--- src/dac_cmd_pkg.sv ---
`default_nettype none
package dac_cmd_pkg;

    localparam int FRAME_BITS = 16;
    localparam int CHANNELS = 8;
    localparam int CODE_W = 8;
    localparam int ADDR_W = 3;
    localparam int SYNC_STAGES = 3;

    // frame field positions, counted from the last bit shifted in
    localparam int PAYLOAD_LSB = 0;
    localparam int CODE_LSB = 8;
    localparam int ADDR_LSB = 11;
    localparam int ADDR_TOP_BIT = 2;

    localparam logic [CODE_W-1:0] CODE_RESET = 8'h00;
    localparam logic [CHANNELS-1:0] BUFFER_ENABLE_RESET = 8'hff;
    localparam logic [FRAME_BITS-1:0] SHIFT_RESET = 16'h0000;
    localparam logic PHASE_FALLING = 1'b0;
    localparam logic PHASE_RISING = 1'b1;
    localparam logic PHASE_RESET = PHASE_FALLING;

    typedef enum logic [2:0] {
        CMD_NOP = 3'h0,
        CMD_CLEAR = 3'h1,
        CMD_SHUTDOWN = 3'h2,
        CMD_PHASE = 3'h3,
        CMD_LOAD_ALL = 3'h4,
        CMD_LOAD_INPUT = 3'h5,
        CMD_LOAD_BOTH = 3'h6,
        CMD_TRANSFER = 3'h7
    } cmd_code_t;

    typedef struct packed {
        logic [1:0] ignored;
        logic [ADDR_W-1:0] channel_address_bits;
        cmd_code_t command_code_bits;
        logic [CODE_W-1:0] payload_bits;
    } frame_t;

    typedef struct packed {
        logic cs_n;
        logic sclk;
        logic sdin;
        logic load_strobe_n;
    } pins_t;

    // idle levels of the pins: select high, clock low, data low, strobe high
    localparam pins_t PINS_IDLE = 4'h9;

endpackage
`default_nettype wire

--- src/pin_sync.sv ---
`timescale 1ns/1ps
`default_nettype none
module pin_sync
    import dac_cmd_pkg::*;
#(
    parameter int WIDTH = 4,
    parameter logic [WIDTH-1:0] RESET_VALUE = '0
) (
    // clock and reset
    input wire logic clk,
    input wire logic resetn,
    // pins and their filtered levels
    input wire logic [WIDTH-1:0] async_in,
    output logic [WIDTH-1:0] filtered
);

    logic [WIDTH-1:0] stage1;
    logic [WIDTH-1:0] stage2;
    logic [WIDTH-1:0] stage3;

    always_ff @(posedge clk or negedge resetn) begin
        if (!resetn) begin
            stage1 <= RESET_VALUE;
            stage2 <= RESET_VALUE;
            stage3 <= RESET_VALUE;
        end else begin
            stage1 <= async_in;
            stage2 <= stage1;
            stage3 <= stage2;
        end
    end

    // a level counts only once two later stages agree, which drops one-cycle glitches
    always_ff @(posedge clk or negedge resetn) begin
        if (!resetn) begin
            filtered <= RESET_VALUE;
        end else begin
            for (int i = 0; i < WIDTH; i++) begin
                if (stage2[i] == stage3[i]) begin
                    filtered[i] <= stage3[i];
                end
            end
        end
    end

endmodule
`default_nettype wire

--- src/channel_cell.sv ---
`timescale 1ns/1ps
`default_nettype none
module channel_cell
    import dac_cmd_pkg::*;
(
    // clock and reset
    input wire logic clk,
    input wire logic resetn,
    // one-cycle commands, the strobe level and the data
    input wire logic clear,
    input wire logic write_input,
    input wire logic load_direct,
    input wire logic transfer,
    input wire logic transparent,
    input wire logic [CODE_W-1:0] data,
    // held codes
    output logic [CODE_W-1:0] input_value,
    output logic [CODE_W-1:0] dac_value
);

    logic [CODE_W-1:0] next_input;

    always_comb begin
        next_input = input_value;
        if (clear) begin
            next_input = CODE_RESET;
        end else if (write_input) begin
            next_input = data;
        end
    end

    always_ff @(posedge clk or negedge resetn) begin
        if (!resetn) begin
            input_value <= CODE_RESET;
        end else begin
            input_value <= next_input;
        end
    end

    // transparency uses the new input value so an update reaches the output in the same cycle
    always_ff @(posedge clk or negedge resetn) begin
        if (!resetn) begin
            dac_value <= CODE_RESET;
        end else if (clear) begin
            dac_value <= CODE_RESET;
        end else if (load_direct) begin
            dac_value <= data;
        end else if (transfer || transparent) begin
            dac_value <= next_input;
        end
    end

endmodule
`default_nettype wire

--- src/octal_dac_command_decoder.sv ---
`timescale 1ns/1ps
`default_nettype none
module octal_dac_command_decoder
    import dac_cmd_pkg::*;
(
    // clock and reset
    input wire logic clk,
    input wire logic resetn,
    // serial link pins
    input wire logic cs_n,
    input wire logic sclk,
    input wire logic sdin,
    output logic sdout,
    // hardware load strobe
    input wire logic load_strobe_n,
    // channel codes
    output logic [CHANNELS-1:0][CODE_W-1:0] dac_code,
    output logic [CHANNELS-1:0][CODE_W-1:0] input_code,
    // power and phase state
    output logic [CHANNELS-1:0] buffer_enable,
    output logic full_powerdown,
    output logic rising_phase
);

    ////////////////////////////////////////////////////////////////////////////////
    // pin sampling

    pins_t raw_pins;
    pins_t pin_f;
    logic [$bits(pins_t)-1:0] pin_f_bits;
    logic sclk_prev;
    logic cs_n_prev;
    logic sclk_rise;
    logic sclk_fall;
    logic cs_active;
    logic frame_end;

    assign raw_pins = {cs_n, sclk, sdin, load_strobe_n};
    assign pin_f = pins_t'(pin_f_bits);

    pin_sync #(
        .WIDTH($bits(pins_t)),
        .RESET_VALUE(PINS_IDLE)
    ) u_pin_sync (
        .clk(clk),
        .resetn(resetn),
        .async_in(raw_pins),
        .filtered(pin_f_bits)
    );

    always_ff @(posedge clk or negedge resetn) begin
        if (!resetn) begin
            sclk_prev <= PINS_IDLE.sclk;
            cs_n_prev <= PINS_IDLE.cs_n;
        end else begin
            sclk_prev <= pin_f.sclk;
            cs_n_prev <= pin_f.cs_n;
        end
    end

    assign sclk_rise = pin_f.sclk & ~sclk_prev;
    assign sclk_fall = ~pin_f.sclk & sclk_prev;
    assign cs_active = ~pin_f.cs_n;
    assign frame_end = pin_f.cs_n & ~cs_n_prev;

    ////////////////////////////////////////////////////////////////////////////////
    // shift register and serial output

    logic [FRAME_BITS-1:0] shift;
    logic spill;
    frame_t frame;

    // msb arrives first, so after sixteen edges it sits at the top
    always_ff @(posedge clk or negedge resetn) begin
        if (!resetn) begin
            shift <= SHIFT_RESET;
        end else if (cs_active && sclk_rise) begin
            shift <= {shift[FRAME_BITS-2:0], pin_f.sdin};
        end
    end

    // the bit leaving the register, held for the falling-edge launch half a clock later
    always_ff @(posedge clk or negedge resetn) begin
        if (!resetn) begin
            spill <= 1'b0;
        end else if (cs_active && sclk_rise) begin
            spill <= shift[FRAME_BITS-1];
        end
    end

    always_ff @(posedge clk or negedge resetn) begin
        if (!resetn) begin
            sdout <= 1'b0;
        end else if (cs_active) begin
            if (rising_phase && sclk_rise) begin
                sdout <= shift[FRAME_BITS-1];
            end else if (!rising_phase && sclk_fall) begin
                sdout <= spill;
            end
        end
    end

    assign frame = frame_t'(shift);

    ////////////////////////////////////////////////////////////////////////////////
    // command decode at select rise

    logic do_clear;
    logic do_shutdown;
    logic do_phase;
    logic do_load_all;
    logic do_load_input;
    logic do_load_both;
    logic do_transfer;
    logic wake;

    // decoding waits for the select rise so a frame never acts while it is still shifting in
    always_comb begin
        do_clear = 1'b0;
        do_shutdown = 1'b0;
        do_phase = 1'b0;
        do_load_all = 1'b0;
        do_load_input = 1'b0;
        do_load_both = 1'b0;
        do_transfer = 1'b0;
        if (frame_end) begin
            case (frame.command_code_bits)
                CMD_NOP: begin
                    do_clear = 1'b0;
                end
                CMD_CLEAR: begin
                    do_clear = 1'b1;
                end
                CMD_SHUTDOWN: begin
                    do_shutdown = 1'b1;
                end
                CMD_PHASE: begin
                    do_phase = 1'b1;
                    do_transfer = 1'b1;
                end
                CMD_LOAD_ALL: begin
                    do_load_all = 1'b1;
                end
                CMD_LOAD_INPUT: begin
                    do_load_input = 1'b1;
                end
                CMD_LOAD_BOTH: begin
                    do_load_both = 1'b1;
                end
                CMD_TRANSFER: begin
                    do_transfer = 1'b1;
                end
                default: begin
                    do_clear = 1'b0;
                end
            endcase
        end
    end

    assign wake = do_clear | do_load_all | do_load_both;

    ////////////////////////////////////////////////////////////////////////////////
    // channels

    for (genvar ch = 0; ch < CHANNELS; ch++) begin : g_chan
        logic hit;
        assign hit = (frame.channel_address_bits == ADDR_W'(ch));
        channel_cell u_cell (
            .clk(clk),
            .resetn(resetn),
            .clear(do_clear),
            .write_input((do_load_input | do_load_both) & hit),
            .load_direct(do_load_all | (do_load_both & hit)),
            .transfer(do_transfer),
            .transparent(~pin_f.load_strobe_n),
            .data(frame.payload_bits),
            .input_value(input_code[ch]),
            .dac_value(dac_code[ch])
        );
    end

    ////////////////////////////////////////////////////////////////////////////////
    // shutdown and phase

    always_ff @(posedge clk or negedge resetn) begin
        if (!resetn) begin
            buffer_enable <= BUFFER_ENABLE_RESET;
            full_powerdown <= 1'b0;
        end else if (do_shutdown) begin
            buffer_enable <= frame.payload_bits;
            full_powerdown <= (frame.payload_bits == CODE_RESET);
        end else if (wake) begin
            buffer_enable <= BUFFER_ENABLE_RESET;
            full_powerdown <= 1'b0;
        end
    end

    always_ff @(posedge clk or negedge resetn) begin
        if (!resetn) begin
            rising_phase <= PHASE_RESET;
        end else if (do_phase) begin
            rising_phase <= frame.channel_address_bits[ADDR_TOP_BIT];
        end
    end

    ////////////////////////////////////////////////////////////////////////////////
    // checks

    property p_nop;
        @(posedge clk) disable iff (!resetn)
        frame_end && frame.command_code_bits == CMD_NOP && pin_f.load_strobe_n
        |=> $stable(dac_code) && $stable(input_code);
    endproperty
    a_nop: assert property (p_nop) else $error("no-op changed a register");

    property p_clear;
        @(posedge clk) disable iff (!resetn)
        do_clear |=> dac_code == '0 && input_code == '0 && !full_powerdown;
    endproperty
    a_clear: assert property (p_clear) else $error("clear left a nonzero code");

    property p_shutdown;
        @(posedge clk) disable iff (!resetn)
        do_shutdown |=> buffer_enable == $past(frame.payload_bits)
            && full_powerdown == ($past(frame.payload_bits) == CODE_RESET);
    endproperty
    a_shutdown: assert property (p_shutdown) else $error("shutdown mask wrong");

    property p_wake_only;
        @(posedge clk) disable iff (!resetn)
        !do_shutdown && !wake |=> $stable(buffer_enable) && $stable(full_powerdown);
    endproperty
    a_wake_only: assert property (p_wake_only) else $error("shutdown left unexpectedly");

    property p_phase;
        @(posedge clk) disable iff (!resetn)
        do_phase |=> rising_phase == $past(frame.channel_address_bits[ADDR_TOP_BIT])
            && dac_code == $past(input_code);
    endproperty
    a_phase: assert property (p_phase) else $error("phase command wrong");

    property p_phase_hold;
        @(posedge clk) disable iff (!resetn)
        !do_phase |=> $stable(rising_phase);
    endproperty
    a_phase_hold: assert property (p_phase_hold) else $error("phase changed");

    property p_load_all;
        @(posedge clk) disable iff (!resetn)
        do_load_all |=> dac_code == {CHANNELS{$past(frame.payload_bits)}}
            && $stable(input_code);
    endproperty
    a_load_all: assert property (p_load_all) else $error("load-all wrong");

    property p_load_input;
        @(posedge clk) disable iff (!resetn)
        do_load_input && pin_f.load_strobe_n
        |=> input_code[$past(frame.channel_address_bits)] == $past(frame.payload_bits)
            && $stable(dac_code);
    endproperty
    a_load_input: assert property (p_load_input) else $error("preload wrong");

    property p_load_both;
        @(posedge clk) disable iff (!resetn)
        do_load_both
        |=> dac_code[$past(frame.channel_address_bits)] == $past(frame.payload_bits)
            && input_code[$past(frame.channel_address_bits)] == $past(frame.payload_bits);
    endproperty
    a_load_both: assert property (p_load_both) else $error("load-both wrong");

    property p_transfer;
        @(posedge clk) disable iff (!resetn)
        do_transfer |=> dac_code == $past(input_code);
    endproperty
    a_transfer: assert property (p_transfer) else $error("transfer wrong");

    property p_transparent;
        @(posedge clk) disable iff (!resetn)
        !pin_f.load_strobe_n && !frame_end |=> dac_code == input_code;
    endproperty
    a_transparent: assert property (p_transparent) else $error("strobe not transparent");

    property p_hold_out;
        @(posedge clk) disable iff (!resetn)
        pin_f.cs_n |=> $stable(sdout);
    endproperty
    a_hold_out: assert property (p_hold_out) else $error("output moved while idle");

    property p_quiet_frame;
        @(posedge clk) disable iff (!resetn)
        cs_active && pin_f.load_strobe_n |=> $stable(dac_code) && $stable(input_code);
    endproperty
    a_quiet_frame: assert property (p_quiet_frame) else $error("acted inside a frame");

endmodule
`default_nettype wire

--- config.mk ---
export PLATFORM = sky130hd
export DESIGN_NAME = octal_dac_command_decoder
export DESIGN_NICKNAME = d
export VERILOG_FILES = /design/src/dac_cmd_pkg.sv /design/src/pin_sync.sv /design/src/channel_cell.sv /design/src/octal_dac_command_decoder.sv
export SDC_FILE = /design/constraint.sdc
export NUM_CORES = 1
export LEC_CHECK = 0
export ABC_CLOCK_PERIOD_IN_PS = 2500
export BUFFER_PORTS_ARGS = -buffer_cell sky130_fd_sc_hd__buf_2
export CORE_UTILIZATION = 56
export CTS_CLUSTER_DIAMETER = 40
export DETAILED_ROUTE_END_ITERATION = 8
export PLACE_DENSITY_LB_ADDON = 0.2
export SYNTH_ARGS = -nofsm -noshare
export SYNTH_HDL_FRONTEND = slang
export SYNTH_SLANG_ARGS = --single-unit
--- constraint.sdc ---
create_clock -name clk -period 2.5 [get_ports clk]
set_input_delay 0.125 -clock clk [delete_from_list [all_inputs] [get_ports clk]]
set_output_delay 0.125 -clock clk [all_outputs]
set_load 0.01 [all_outputs]
==> impl_metrics.yaml <==
run_status:
  run_status: "complete, no violations"
synth:
  synthesis.yosys.warnings: 0
  yosysSeqAreaShare_pct: 56.3
  yosys-top-cells-count: "sky130_fd_sc_hd__dfrtp_1, sky130_fd_sc_hd__mux2i_1, sky130_fd_sc_hd__and3_1, sky130_fd_sc_hd__nor2_1, sky130_fd_sc_hd__o22ai_1"
  flip_flop_and_latch_count_after_synthesis: 174
  synth.area.top_cells: "sky130_fd_sc_hd__dfrtp_1, sky130_fd_sc_hd__mux2i_1, sky130_fd_sc_hd__dfstp_2"
  syn_nets: 666
  post_synth_inst_count: 660
  synth_largest_type_area_fraction_pct: 50.5
  netlist.top_cell.by_area: "sky130_fd_sc_hd__dfrtp_1"
  synth-main-ff-cell: "sky130_fd_sc_hd__dfrtp_1"
  ys_async_sr_fraction_pct: 100
  synth_most_common_cell: "sky130_fd_sc_hd__dfrtp_1"
  mappedNetlistArea_um2: 7780
  post_synth.cell_area_avg_um2: 11.8
  number_of_distinct_library_cells_after_synthesis: 42
  number_of_synthesized_flops_with_an_enable_pin: 0
grt:
  antenna_found_initial: 0
  grt_start_max_net_pins: 63
  grt_overflow_total: 0
  via_count_of_the_first_global_routing_pass: 6018
  groute.usage.overall_pct: 30.1
  first_pass_grt_wire_length_um: 32700
clock_tree:
  cts_buffer_depth: 2
  cts.hold.buffers_added: 5
  ctsResizeCount: 0
  h-tree-depth: 4
  tritoncts: "yes"
  post_cts_buffers: 0
  numCtsBuffers: 17
  insertion_delay_ps: 430
  ctsRootBufferMaster: "sky130_fd_sc_hd__clkbuf_16"
  clkTransAtPathRegs_ps: 70
  cts_sinks: 174
timing:
  grt_setup_unrepaired: "no"
  maxClockFrequency_mhz: 428
  timing.final.hold_violations: 0
  max_slew.worst_pin.slew_ps: 1020
  final.min_clock_period_ps: 2340
  maxSlewViolCount: 0
  finalClockSkew_ps: 9.35
  setup_violations: 0
  slew_headroom_pct: 31.7
  setup_total_negative_slack_ps: 0
  final_min_period_over_clock_period_pct: 93.4
floorplanning:
  floorplan.initialDensity_pct: 58.0
  design.portCount: 145
  rows: 42
  die_footprint_um2: 14400
  dieWidth_um: 120
  die_y_um: 120
  area_of_the_core_um2: 13400
worst_hold_path:
  hold_path_class: "input pin to asynchronous set/reset pin"
power:
  areal_power_density_over_the_cells_nw_per_um2: 762
  power_frac_seq_pct: 50.0
  clockPowerShare_pct: 39.9
  sw_frac_of_total_pct: 29.2
  leakage_uw: 0.00560
  power_uw: 7110
  switching_power_uw: 2070
  power.combinational.fraction_pct: 10.1
  peakVddDrop_mv: 0.572
  p_int_uw: 5040
placement:
  place_area_um2: 8640
  placed_cells: 933
  dpl.hpwl_um: 12400
  placer_s_final_routability_congestion_estimate: 0.824
  io_buffers: 144
finish:
  area_growth_pct: 20.0
  layout.area.seq_um2: 4380
  drive_above_1_share_pct: 30.1
  final_core_util_pct: 69.6
  antennaDiodeCount: 0
  layout.cell_area.non_filler_um2: 9330
  design.final.nets: 787
  layout.filler_cells: 958
  stdcell_count: 970
  multi_input_comb_area_um2: 3130
detailed_routing:
  drt_iter0_markers: 542
  drc: 0
  postRouteWirelength_um: 20000
  via_count: 5909
  routed_via_density: 6.09
  postRouteAntennaNets: 0
  detail_route.first_pass.iterations: 4
  detail_route.wl_per_cell_um: 20.7
worst_setup_path:
  end_of_the_worst_register_to_register_path: "g_chan[3].u_cell.dac_value[6]"
  timing.critical_path.to: "g_chan[3].u_cell.dac_value[6]"
  cells_on_worst_reg2reg_path: 4
  critPathLaunch: "frame[8]"
  critical_path.endpoint_type: "flip-flop"
  rr_startpoint: "frame[8]"
  cp.required_ps: 2840
  critical_path.startpoint_type: "flip-flop"
  timing.setup.critical_path_class: "flip-flop to flip-flop"
  worst_ep_arrival_time_ps: 2670
  r2r_setup_slack_ps: 160
  crit_path_max_fanout: 11
job:
  max-cap-violations: 0
-- sequential cells by signal (all words and copies together), names as in the netlist --
signal                     count
sdout                          1
sclk_prev                      1
frame                         16
u_pin_sync.stage3              4
cs_n_prev                      1
u_pin_sync.stage1              4
buffer_enable                  8
spill                          1
u_pin_sync.filtered            4
u_pin_sync.stage2              4
g_chan.u_cell.input_value     64
rising_phase                   1
full_powerdown                 1
g_chan.u_cell.dac_value       64
-- worst max-delay path: stages (launching register included) --
cell                       delay, ps
sky130_fd_sc_hd__dfrtp_1         530
sky130_fd_sc_hd__nor4bb_1        210
sky130_fd_sc_hd__o21ai_1         770
sky130_fd_sc_hd__nand2_1         450
sky130_fd_sc_hd__o22ai_1         290
-- layer usage --
layer	share of wire (%)	track usage [%]	up-vias	wire length [µm]
met3	6.2	6.27	42	1230
li1	-	-	2616	-
met4	2.5	12.1	0	509
met2	48	47.0	225	9660
met1	43	41.4	3026	8640
met5	0	0	-	0
-- cells in the final DEF, fill, tap and decap left out, types with 3 or more instances in the layout --
| cell | n |
|---|---|
| sky130_fd_sc_hd__maj3_1 | 4 |
| sky130_fd_sc_hd__nand2_1 | 15 |
| sky130_fd_sc_hd__nand4_2 | 3 |
| sky130_fd_sc_hd__and3_1 | 66 |
| sky130_fd_sc_hd__nor3b_1 | 5 |
| sky130_fd_sc_hd__buf_4 | 17 |
| sky130_fd_sc_hd__mux2i_1 | 127 |
| sky130_fd_sc_hd__dfrtp_1 | 157 |
| sky130_fd_sc_hd__buf_2 | 143 |
| sky130_fd_sc_hd__mux2_2 | 17 |
| sky130_fd_sc_hd__nor2b_1 | 3 |
| sky130_fd_sc_hd__bufinv_16 | 3 |
| sky130_fd_sc_hd__dfstp_2 | 17 |
| sky130_fd_sc_hd__clkinv_2 | 3 |
| sky130_fd_sc_hd__o22a_1 | 8 |
| sky130_fd_sc_hd__o21ai_0 | 9 |
| sky130_fd_sc_hd__dlygate4sd3_1 | 5 |
| sky130_fd_sc_hd__buf_12 | 3 |
| sky130_fd_sc_hd__clkbuf_16 | 19 |
| sky130_fd_sc_hd__o22ai_1 | 64 |
| sky130_fd_sc_hd__and3b_1 | 4 |
| sky130_fd_sc_hd__nor2_1 | 66 |
-- power groups by stage --
| stage | combinational, µW | sequential, µW | clock [µW] |
|---|---|---|---|
| finish | 718 | 3560 | 2840 |
| global route | 781 | 3590 | 2970 |
| CTS | 723 | 3540 | 2860 |
| detailed placement | 714 | 3590 | 0 |
| global placement | 691 | 3580 | 0 |
| floorplan | 752 | 3130 | 0 |
-- cell families after synthesis --
group | share of synthesized area, %
compound gates | 7.24
xor+xnor | 0.467
mux | 18.8
simple gates | 13.0
fa+ha+maj | 0.515
buf+inv | 3.72
flops | 56.3
-- cell type report --
| class | count | area share (%) |
|---|---|---|
| repair buffers | 169 | 10.3 |
| multi-input cells | 417 | 33.5 |
| flip-flops and latches | 174 | 46.9 |
| clock inverters | 9 | 1.38 |
| well taps | 176 | 2.36 |
| inverters | 2 | 0.0804 |
| clock buffers | 23 | 5.47 |
-- worst min path at each step --
| stage | slack [ps] | startpoint | cells past startpoint | to |
|---|---|---|---|---|
| 3_5_place_dp | 110 | resetn | 1 | g_chan[0].u_cell.input_value[5] |
| 2_1_floorplan | -170 | resetn | 0 | frame[0] |
| 3_3_place_gp | 100 | resetn | 1 | g_chan[0].u_cell.input_value[5] |
| 5_1_grt | 270 | resetn | 2 | u_pin_sync.stage1[2] |
| 4_1_cts | 240 | resetn | 2 | g_chan[0].u_cell.input_value[5] |
| 6_report | 220 | resetn | 2 | g_chan[0].u_cell.input_value[5] |
-- per-stage QoR --
step	hold slack [ps]	worst slack (ps)
3_3_place_gp	104	418
2_1_floorplan	-171	633
6_report	217	165
3_5_place_dp	111	297
4_1_cts	239	267
5_1_grt	272	19.6
Power figures use the tool's default switching activity.
